[config.mk]
export PLATFORM = sky130hd
export DESIGN_NAME = port_power_fault_control
export DESIGN_NICKNAME = d
export VERILOG_FILES = /design/src/logic/port_power_pkg.sv /design/src/logic/qualify_timer.sv /design/src/logic/port_power_fault_control.sv
export SDC_FILE = /design/constraint.sdc
export NUM_CORES = 1
export LEC_CHECK = 0
export ABC_CLOCK_PERIOD_IN_PS = 2800
export BUFFER_PORTS_ARGS = -buffer_cell sky130_fd_sc_hd__buf_2
export CELL_PAD_IN_SITES_DETAIL_PLACEMENT = 1
export CELL_PAD_IN_SITES_GLOBAL_PLACEMENT = 1
export CORE_MARGIN = 1.5
export CORE_UTILIZATION = 43
export DETAILED_ROUTE_END_ITERATION = 16
export PLACE_DENSITY = 0.88
export SYNTH_ARGS = -nofsm -noshare
export SYNTH_HDL_FRONTEND = slang
export SYNTH_SLANG_ARGS = --single-unit
[constraint.sdc]
create_clock -name ref_clk_in -period 2.8 [get_ports ref_clk_in]
set_input_delay 0 -clock ref_clk_in [delete_from_list [all_inputs] [get_ports ref_clk_in]]
set_output_delay 0 -clock ref_clk_in [all_outputs]
set_load 0.02 [all_outputs]
[src/logic/port_power_pkg.sv]
// constants, register map and state codes of the port power and fault controller
package port_power_pkg;

	// ------------------------------------------------------------
	// clock and timing
	// ------------------------------------------------------------
	localparam int CLK_PERIOD_NS      = 50;
	localparam int TIMER_W            = 20;
	// reverse-voltage and overvoltage qualifying mask time
	localparam int MASK_TIME_NS       = 10000;
	localparam int MASK_CYCLES        = (MASK_TIME_NS + CLK_PERIOD_NS - 1) / CLK_PERIOD_NS;
	// least time the high-load output stays asserted
	localparam int HOLD_TIME_NS       = 100000;
	localparam int HOLD_CYCLES        = (HOLD_TIME_NS + CLK_PERIOD_NS - 1) / CLK_PERIOD_NS;
	// auto-recovery wait in the error state
	localparam int RECOVERY_TIME_NS   = 25000000;
	localparam int RECOVERY_CYCLES    = RECOVERY_TIME_NS / CLK_PERIOD_NS;
	// edges after reset release before the strap is captured
	localparam logic [1:0] STRAP_SETTLE = 2'h3;

	// ------------------------------------------------------------
	// strap decode
	// ------------------------------------------------------------
	localparam int STRAP_W        = 4;
	localparam int STRAP_MODE_BIT = 3;
	localparam int LIMIT_W        = 3;
	// limit codes 0..7 stand for 0.53, 0.96, 1.07, 1.28, 1.6, 2.13, 2.67, 3.2 A
	localparam logic [LIMIT_W-1:0] LIMIT_MAX = 3'h7;

	// ------------------------------------------------------------
	// register map, byte addresses
	// ------------------------------------------------------------
	localparam int ADDR_W = 4;
	localparam logic [ADDR_W-1:0] CTRL_OFFSET   = 4'h0;
	localparam logic [ADDR_W-1:0] STATUS_OFFSET = 4'h4;
	localparam logic [ADDR_W-1:0] EVENT_OFFSET  = 4'h8;
	localparam logic [ADDR_W-1:0] STRAP_OFFSET  = 4'hc;

	// control register fields
	localparam int CTRL_W          = 7;
	localparam int CTRL_IGNORE_BIT = 0;
	localparam int CTRL_SOFT_LSB   = 1;
	localparam int CTRL_RATION_LSB = 3;
	localparam int CTRL_ACTION_LSB = 5;
	localparam logic [CTRL_W-1:0] CTRL_RESET = 7'h06;

	// rationing action select
	localparam logic [1:0] ACTION_ALERT     = 2'h0;
	localparam logic [1:0] ACTION_ALERT_CUT = 2'h1;

	// power states
	typedef enum logic [1:0] {
		ST_SLEEP  = 2'b00,
		ST_ACTIVE = 2'b01,
		ST_ERROR  = 2'b10
	} power_state_t;

endpackage

[src/logic/qualify_timer.sv]
// cycle counter that qualifies a condition held for a fixed length
`timescale 1ns/1ps
module qualify_timer #(
	parameter int                 CNT_W = 20,
	parameter logic [CNT_W-1:0]   LEN   = 20'h000c8
) (
	// clock and reset
	input  wire logic ref_clk_in,
	input  wire logic rst_n_in,
	// condition and result
	input  wire logic cond_in,
	output logic      expired_out
);

	logic [CNT_W-1:0] count;

	// counts while the condition holds, back to zero as soon as it drops
	always_ff @(posedge ref_clk_in) begin
		if (!rst_n_in || !cond_in) begin
			count <= '0;
		end else if (count != LEN) begin
			count <= count + 1'b1;
		end
	end

	assign expired_out = cond_in && (count == LEN);

endmodule

[src/logic/port_power_fault_control.sv]
// power-state, switch gating and fault output logic of a dual-port power switch
//
// Local design decisions: the register offsets and the Avalon-MM interface to the registers.
`timescale 1ns/1ps

// How it works
// - strap low half smbus, high half stand-alone
// - strap sets enable polarity and limit level
// - reverse voltage watched asleep, goes error
// - reverse voltage opens switch, mask then error
// - reverse voltage disables port, records event
// - no active, no switch under undervoltage
// - long overvoltage: both off, error, both faults
// - inactive enable never closes a switch
// - in smbus mode ignore bit drops pins, else pins and bits
// - two fault outputs, one per port
// - fault outputs open-drain, low on port error
// - rationing threshold asserts fault per action field
// - fault released only when all causes gone
// - high-load asserted when either port over threshold
// - high-load held for least assertion time
// - high-load output is open-drain active low
// - shared enable and fault wire supported
// - strap captured once after reset, then held
// - error keeps switch off, fault low
// - recovery waits period, returns active if clear
// - sleep when both enables inactive or undervoltage
module port_power_fault_control #(
	parameter int MASK_LEN     = port_power_pkg::MASK_CYCLES,
	parameter int HOLD_LEN     = port_power_pkg::HOLD_CYCLES,
	parameter int RECOVERY_LEN = port_power_pkg::RECOVERY_CYCLES
) (
	// clock and reset
	input  wire logic        ref_clk_in,
	input  wire logic        rst_n_in,
	// avalon-mm register slave
	input  wire logic [3:0]  avs_address_in,
	input  wire logic        avs_read_in,
	input  wire logic        avs_write_in,
	input  wire logic [31:0] avs_writedata_in,
	input  wire logic [3:0]  avs_byteenable_in,
	output logic [31:0]      avs_readdata_out,
	output logic             avs_waitrequest_out,
	// strap and request pins
	input  wire logic [3:0]  mode_limit_strap_in,
	input  wire logic        port1_power_request_in,
	input  wire logic        port2_power_request_in,
	// analog monitor flags, one bit per port where paired
	input  wire logic [1:0]  reverse_voltage_in,
	input  wire logic        source_undervolt_in,
	input  wire logic        source_overvolt_in,
	input  wire logic [1:0]  over_boost_in,
	input  wire logic [1:0]  port_fault_in,
	input  wire logic [1:0]  ration_reached_in,
	// port switches
	output logic [1:0]       switch_close_out,
	// open-drain fault outputs, one per port
	output logic [1:0]       fault_n_out,
	output logic [1:0]       fault_oe_out,
	// open-drain high-load output
	output logic             high_load_n_out,
	output logic             high_load_oe_out,
	// decoded strap and state
	output logic             smbus_mode_out,
	output logic [2:0]       current_limit_level_out,
	output logic [1:0]       power_state_out
);

	// ------------------------------------------------------------
	// input synchronisers
	// ------------------------------------------------------------
	localparam int SYNC_W = 16;

	logic [SYNC_W-1:0] sync_stage1;
	logic [SYNC_W-1:0] sync_stage2;
	wire  [SYNC_W-1:0] raw_pins = {ration_reached_in, mode_limit_strap_in,
		port2_power_request_in, port1_power_request_in, reverse_voltage_in,
		source_undervolt_in, source_overvolt_in, over_boost_in, port_fault_in};

	// every pin passes two flops, the first is read only by the second
	always_ff @(posedge ref_clk_in) begin
		sync_stage1 <= raw_pins;
		sync_stage2 <= sync_stage1;
	end

	wire [1:0] ration_sync = sync_stage2[15:14];
	wire [3:0] strap_sync  = sync_stage2[13:10];
	wire [1:0] req_sync    = sync_stage2[9:8];
	wire [1:0] bv_sync     = sync_stage2[7:6];
	wire       uv_sync     = sync_stage2[5];
	wire       ov_sync     = sync_stage2[4];
	wire [1:0] boost_sync  = sync_stage2[3:2];
	wire [1:0] pfault_sync = sync_stage2[1:0];

	// ------------------------------------------------------------
	// strap capture
	// ------------------------------------------------------------
	logic [1:0]   settle_count;
	logic         strap_taken;
	logic [3:0]   strap_code;

	// one capture only
	// waits for the synchroniser to fill, then never samples again
	always_ff @(posedge ref_clk_in) begin
		if (!rst_n_in) begin
			settle_count <= 2'h0;
			strap_taken  <= 1'b0;
			strap_code   <= 4'h0;
		end else if (!strap_taken) begin
			settle_count <= settle_count + 2'h1;
			if (settle_count == port_power_pkg::STRAP_SETTLE) begin
				strap_taken <= 1'b1;
				strap_code  <= strap_sync;
			end
		end
	end

	wire smbus_mode = !strap_code[port_power_pkg::STRAP_MODE_BIT];
	// polarity follows mode, limit from low bits
	wire req_active_high = smbus_mode;
	wire [2:0] limit_code = strap_code[2:0];

	// ------------------------------------------------------------
	// register bus
	// ------------------------------------------------------------
	logic [port_power_pkg::CTRL_W-1:0] ctrl;
	logic [1:0]  bv_event;
	logic [1:0]  ration_hit;
	logic        bus_ack;

	wire bus_req     = avs_read_in || avs_write_in;
	wire wr_take     = avs_write_in && bus_ack && avs_byteenable_in[0];
	wire sel_ctrl    = (avs_address_in == port_power_pkg::CTRL_OFFSET);
	wire sel_status  = (avs_address_in == port_power_pkg::STATUS_OFFSET);
	wire sel_event   = (avs_address_in == port_power_pkg::EVENT_OFFSET);
	wire sel_strap   = (avs_address_in == port_power_pkg::STRAP_OFFSET);
	wire wr_ctrl     = wr_take && sel_ctrl;
	wire [1:0] bv_clear     = (wr_take && sel_event) ? avs_writedata_in[1:0] : 2'h0;
	wire [1:0] ration_clear = (wr_take && sel_event) ? avs_writedata_in[3:2] : 2'h0;

	// control fields
	wire       ignore_request_pins = ctrl[port_power_pkg::CTRL_IGNORE_BIT];
	wire [1:0] soft_request = ctrl[port_power_pkg::CTRL_SOFT_LSB +: 2];
	wire [1:0] ration_en    = ctrl[port_power_pkg::CTRL_RATION_LSB +: 2];
	wire [1:0] ration_action_sel = ctrl[port_power_pkg::CTRL_ACTION_LSB +: 2];

	// every access answers on the second cycle, waitrequest low there
	assign avs_waitrequest_out = bus_req && !bus_ack;

	// ack pulse and control register
	always_ff @(posedge ref_clk_in) begin
		if (!rst_n_in) begin
			bus_ack <= 1'b0;
			ctrl    <= port_power_pkg::CTRL_RESET;
		end else begin
			bus_ack <= bus_req && !bus_ack;
			if (wr_ctrl) begin
				ctrl <= avs_writedata_in[port_power_pkg::CTRL_W-1:0];
			end
		end
	end

	// ------------------------------------------------------------
	// power state and per-port logic
	// ------------------------------------------------------------
	port_power_pkg::power_state_t state;
	port_power_pkg::power_state_t next_state;
	logic [1:0] port_error;
	logic [1:0] next_port_error;
	logic [1:0] eff_en;
	logic [1:0] bv_expired;
	logic [1:0] fault_assert;
	logic [1:0] ration_cut;
	logic [1:0] next_close;
	logic       ov_expired;
	logic       recovery_done;
	logic       recovery_restart;

	wire [1:0] req_active = req_active_high ? req_sync : ~req_sync;
	wire       causes_clear = !(|bv_sync) && !ov_sync && !(|pfault_sync);
	wire       in_error = (state == port_power_pkg::ST_ERROR);

	generate
		for (genvar p = 0; p < 2; p++) begin : g_port
			// enable only permits, see gating below
			assign eff_en[p] = !smbus_mode ? req_active[p] :
				ignore_request_pins ? soft_request[p] :
				(req_active[p] && soft_request[p]);

			qualify_timer #(
				.CNT_W (port_power_pkg::TIMER_W),
				.LEN   (port_power_pkg::TIMER_W'(MASK_LEN))
			) u_bv_mask (
				.ref_clk_in (ref_clk_in), .rst_n_in (rst_n_in),
				.cond_in (bv_sync[p]), .expired_out (bv_expired[p])
			);

			// rationing cut only on the cut action
			assign ration_cut[p] = ration_en[p] && ration_hit[p] &&
				(ration_action_sel == port_power_pkg::ACTION_ALERT_CUT);

			// reverse voltage opens the switch at once
			assign next_close[p] = (next_state == port_power_pkg::ST_ACTIVE) &&
				eff_en[p] && !uv_sync && !bv_sync[p] &&
				!next_port_error[p] && !ration_cut[p];

			// port error drives its own fault
			// any live cause keeps it asserted
			assign fault_assert[p] = next_port_error[p] || (ration_en[p] && ration_hit[p] &&
				ration_action_sel <= port_power_pkg::ACTION_ALERT_CUT);
		end
	endgenerate

	qualify_timer #(
		.CNT_W (port_power_pkg::TIMER_W),
		.LEN   (port_power_pkg::TIMER_W'(MASK_LEN))
	) u_ov_mask (
		.ref_clk_in (ref_clk_in), .rst_n_in (rst_n_in),
		.cond_in (ov_sync), .expired_out (ov_expired)
	);

	// recovery period, restarts after each check
	qualify_timer #(
		.CNT_W (port_power_pkg::TIMER_W),
		.LEN   (port_power_pkg::TIMER_W'(RECOVERY_LEN))
	) u_recovery (
		.ref_clk_in (ref_clk_in), .rst_n_in (rst_n_in),
		.cond_in (in_error && !recovery_restart), .expired_out (recovery_done)
	);

	// next state and port errors, errors take priority over everything
	always_comb begin
		next_state      = state;
		// port-local causes mark only their port
		next_port_error = port_error | bv_expired | pfault_sync;
		if (ov_expired) begin
			next_port_error = 2'h3;
		end
		case (state)
			port_power_pkg::ST_SLEEP: begin
				// reverse voltage while asleep goes straight to error
				next_port_error = next_port_error | bv_sync;
				if (|next_port_error) begin
					next_state = port_power_pkg::ST_ERROR;
				end else if ((|eff_en) && !uv_sync && strap_taken) begin
					next_state = port_power_pkg::ST_ACTIVE;
				end
			end
			port_power_pkg::ST_ACTIVE: begin
				if (|next_port_error) begin
					next_state = port_power_pkg::ST_ERROR;
				end else if (!(|eff_en) || uv_sync) begin
					// both enables gone, or supply lost
					next_state = port_power_pkg::ST_SLEEP;
				end
			end
			port_power_pkg::ST_ERROR: begin
				// check causes once the period ran out
				if (recovery_done && causes_clear && !ov_expired && !uv_sync) begin
					next_port_error = 2'h0;
					next_state      = port_power_pkg::ST_ACTIVE;
				end
			end
			default: begin
				next_state = port_power_pkg::ST_SLEEP;
			end
		endcase
	end

	// state, errors, switches and fault drivers
	always_ff @(posedge ref_clk_in) begin
		if (!rst_n_in) begin
			state            <= port_power_pkg::ST_SLEEP;
			port_error       <= 2'h0;
			switch_close_out <= 2'h0;
			fault_oe_out     <= 2'h0;
			recovery_restart <= 1'b0;
		end else begin
			state            <= next_state;
			port_error       <= next_port_error;
			switch_close_out <= next_close;
			fault_oe_out     <= fault_assert;
			recovery_restart <= recovery_done; // registered, so the timer never feeds itself
		end
	end

	// released wire never driven high, hub may drive it
	// open-drain: only low is ever driven
	assign fault_n_out = 2'h0;

	// ------------------------------------------------------------
	// sticky events
	// ------------------------------------------------------------
	// back-voltage event recorded, set wins over clear
	always_ff @(posedge ref_clk_in) begin
		if (!rst_n_in) begin
			bv_event   <= 2'h0;
			ration_hit <= 2'h0;
		end else begin
			bv_event   <= (bv_event & ~bv_clear) | bv_sync;
			ration_hit <= ((ration_hit & ~ration_clear) | ration_sync) & ration_en;
		end
	end

	// ------------------------------------------------------------
	// high-load output
	// ------------------------------------------------------------
	logic high_load;
	logic hold_done;

	// hold counter restarts when the output drops
	qualify_timer #(
		.CNT_W (port_power_pkg::TIMER_W),
		.LEN   (port_power_pkg::TIMER_W'(HOLD_LEN))
	) u_hold (
		.ref_clk_in (ref_clk_in), .rst_n_in (rst_n_in),
		.cond_in (high_load), .expired_out (hold_done)
	);

	// stays until the least hold has passed
	always_ff @(posedge ref_clk_in) begin
		if (!rst_n_in) begin
			high_load <= 1'b0;
		end else begin
			high_load <= (|boost_sync) || (high_load && !hold_done);
		end
	end

	assign high_load_n_out  = 1'b0;
	assign high_load_oe_out = high_load;

	// ------------------------------------------------------------
	// readback and status outputs
	// ------------------------------------------------------------
	wire [31:0] status_word = {20'h00000, high_load, fault_oe_out, port_error,
		switch_close_out, eff_en, 1'b0, state};
	wire [31:0] event_word  = {28'h0000000, ration_hit, bv_event};
	wire [31:0] strap_word  = {27'h0000000, strap_taken, smbus_mode, limit_code};
	wire [31:0] ctrl_word   = {25'h0000000, ctrl};
	wire [31:0] read_mux    = sel_ctrl ? ctrl_word : sel_status ? status_word :
		sel_event ? event_word : sel_strap ? strap_word : 32'h00000000;

	// read data registered at the answering edge, unmapped reads zero
	always_ff @(posedge ref_clk_in) begin
		if (!rst_n_in) begin
			avs_readdata_out <= 32'h00000000;
		end else if (avs_read_in && !bus_ack) begin
			avs_readdata_out <= read_mux;
		end
	end

	// decoded strap held for the host
	assign smbus_mode_out          = smbus_mode;
	assign current_limit_level_out = limit_code;
	assign power_state_out         = state;

endmodule

==> reports/results.ini <==
[synthesis]
synth_edf_count=0
async_flop_share_pct=0
synth.area.top_cells=dfxtp_1, xor2_1, nor2_1
synth-main-ff-cell=dfxtp_1
netlist_area_um2=7182
ys_seq_area_share_pct=48.22
synth_top_cell_by_area=dfxtp_1
yosysWarnings=0
ys_seq_elements=173
netlist_instances=782
syn_avg_cell_area_um2=9.184
synth_cell_types=52
synth_top_cell_area_share_pct=48.22

[timing]
rsz0062_at_grt=no
skew_ps=23.43
setup_tns_ps=0
max_freq_mhz=423.9
setup-violations-final=0
hold_ws_ps=54.89
post-route-period-util_pct=84.25
maxSlewHeadroom_pct=19.34
period_needed_ps=2359
hold_violations=0
slew_violations=0
tightestPinTransition_ps=1193

[clocking]
cts_tree=built
clockRootBuffer=clkbuf_16
ctsLongestPathBuffers=2
postCtsSetupRepairBufs=0
htreeDepth=4
clk_pin_slew_ps=80
clock-sinks=173
clock_latency_ps=450
cts_inserted_buffers=17

[die]
dieArea_um2=17490
die_h_um=132.2
rows=47
die_x_um=132.2
initial_core_util_pct=43.62
core_area_um2=16470
ioPinCount=107

[global_routing]
grt.overflow.total=0
grt_pass1_vias=6019
grt_pass1_wl_um=30480
gr-usage-all-layers_pct=22.03
grt_max_degree=28
antenna_found_initial=0

[layout]
layout-drive-gt1-share_pct=12.16
fin_util_pct=51.03
nNetsFinal=930
syn_to_final_growth_pct=17.00
fill_cells=1918
mostFrequentLayoutCell=dfxtp_1
multi_input_area_um2=3448
seq_area_um2=3463
n_antenna_cell=0
final_cell_mix=dfxtp_1, nor2_1, buf_2, xor2_1, nand2_1

[worst_hold_path]
worstHoldPathType=input port to flip-flop

[outcome]
status=complete, no violations

[detailed_routing]
wl_um=18650
viasPerCell=5.282
drc=0
drt_first_pass_iters=4
post_drt_wl_per_cell_um=17.08
vias=5768
drtIter0Drc=219
antenna_left=0

[place]
dp_hpwl_um=11990
gp_congestion=0.8266
port_buffers=55

[setup_path]
critPathLaunchType=flip-flop
worst-setup-path-type=flip-flop to flip-flop
cp_max_fo=8
end_kind=flip-flop
crit_required_ps=3130
cp_data_arrival_time_ps=2690

[pwr]
ir_worst_vdd_mv=0.4647
leakagePower_nw=3.102
power_density_nw_per_um2=625.1

[job]
cap_viol_max_count=0

through the flow:
step / total power [mW] / setup WS (ps) / std cells / cell area (um2)
6_report: 5.253 / 440.9 / 1092 / 8403
5_1_grt: 5.432 / 360.5 / 1092 / 8403
4_1_cts: 5.265 / 534.1 / 1092 / 8403
3_5_place_dp: 2.871 / 577.7 / 1035 / 7556
3_3_place_gp: 2.855 / 615.2 / 1035 / 7556
2_1_floorplan: 2.808 / 847.9 / 804 / 7264
flip-flops by register name, summed over array words and instances (netlist names), 2 cells and up:
| signal | count |
|---|---|
| bv_event | 2 |
| avs_readdata_out | 12 |
| u_ov_mask.count | 20 |
| sync_stage2 | 16 |
| switch_close_out | 2 |
| sync_stage1 | 16 |
| g_port.u_bv_mask.count | 40 |
| ration_hit | 2 |
| strap_code | 4 |
| settle_count | 2 |
| power_state_out | 2 |
| ctrl | 7 |
| fault_oe_out | 2 |
| u_recovery.count | 20 |
| u_hold.count | 20 |
| port_error | 2 |
critical path, cell delays in order (launching register included):
cell      delay (ps)
dfxtp_1          350
nor4_1           290
nand4b_1         120
nand4b_1         450
o41ai_2          670
a311oi_1         130
a41o_1           240
worst paths after layout:
kind,from,end,slack (ps),cells after the start
worst max-delay path,u_recovery.count[9],power_state_out[1],440,6
worst min-delay path,rst_n_in,strap_taken,50,2
worst max register to register,u_recovery.count[9],power_state_out[1],440,6
worst min register to register,sync_stage1[6],sync_stage2[6],330,0
per-layer routing:
layer | part of all wire, % | vias to the layer above | global-route usage, %
li1 | - | 2783 | -
met1 | 42 | 2801 | 24.91
met2 | 51 | 129 | 38.77
met3 | 3.3 | 55 | 5.152
met4 | 3.8 | 0 | 11.23
met5 | 0 | - | 0
kinds of logic (layout without fill, tap and decap cells):
group,count (synthesis),count (layout),share of synthesized area (%)
and+or+nand+nor,353,353,25.12
DFF,173,173,48.22
xor gates and xnor gates,81,81,9.878
AOI/OAI and AO/OA,70,70,6.167
buffers and inverters,68,136,4.913
muxes,25,25,3.728
adders and majority gates,11,11,1.916
other,1,23,0.05221
report_power, final:
group	total, mW	switching (mW)	internal, mW
clock network	2.40	1.13	1.27
registers	2.56	0.0479	2.52
logic	0.290	0.179	0.112
final cells by class:
type / count / share of cell area (%)
multi-input cells: 563 / 41.04
inverters: 23 / 1.027
clock inverters: 15 / 2.040
well taps: 220 / 3.276
repair buffers: 81 / 6.343
flip-flops and latches: 173 / 41.21
clock buffers: 17 / 5.063
timing repair:
item | 4_1_cts | 5_1_grt
resized for setup | 0 | 0
hold endpoints to repair | 27 | 0
hold buffers | 25 | 0
endpoints found under the setup margin | 0 | 0
cells in the mapped netlist (all sizes together), types with 10 or more instances:
master,instances
nand2,49
clkbuf,19
nor3,23
nand3,40
nor2b,30
nor2,119
mux2i,20
nand4,20
xor2,53
o21ai,19
or3,10
a22oi,10
ha,11
nor4,14
xnor2,28
inv,23
buf,26
dfxtp,173
a21oi,26
(Power assumes the default switching activity.)
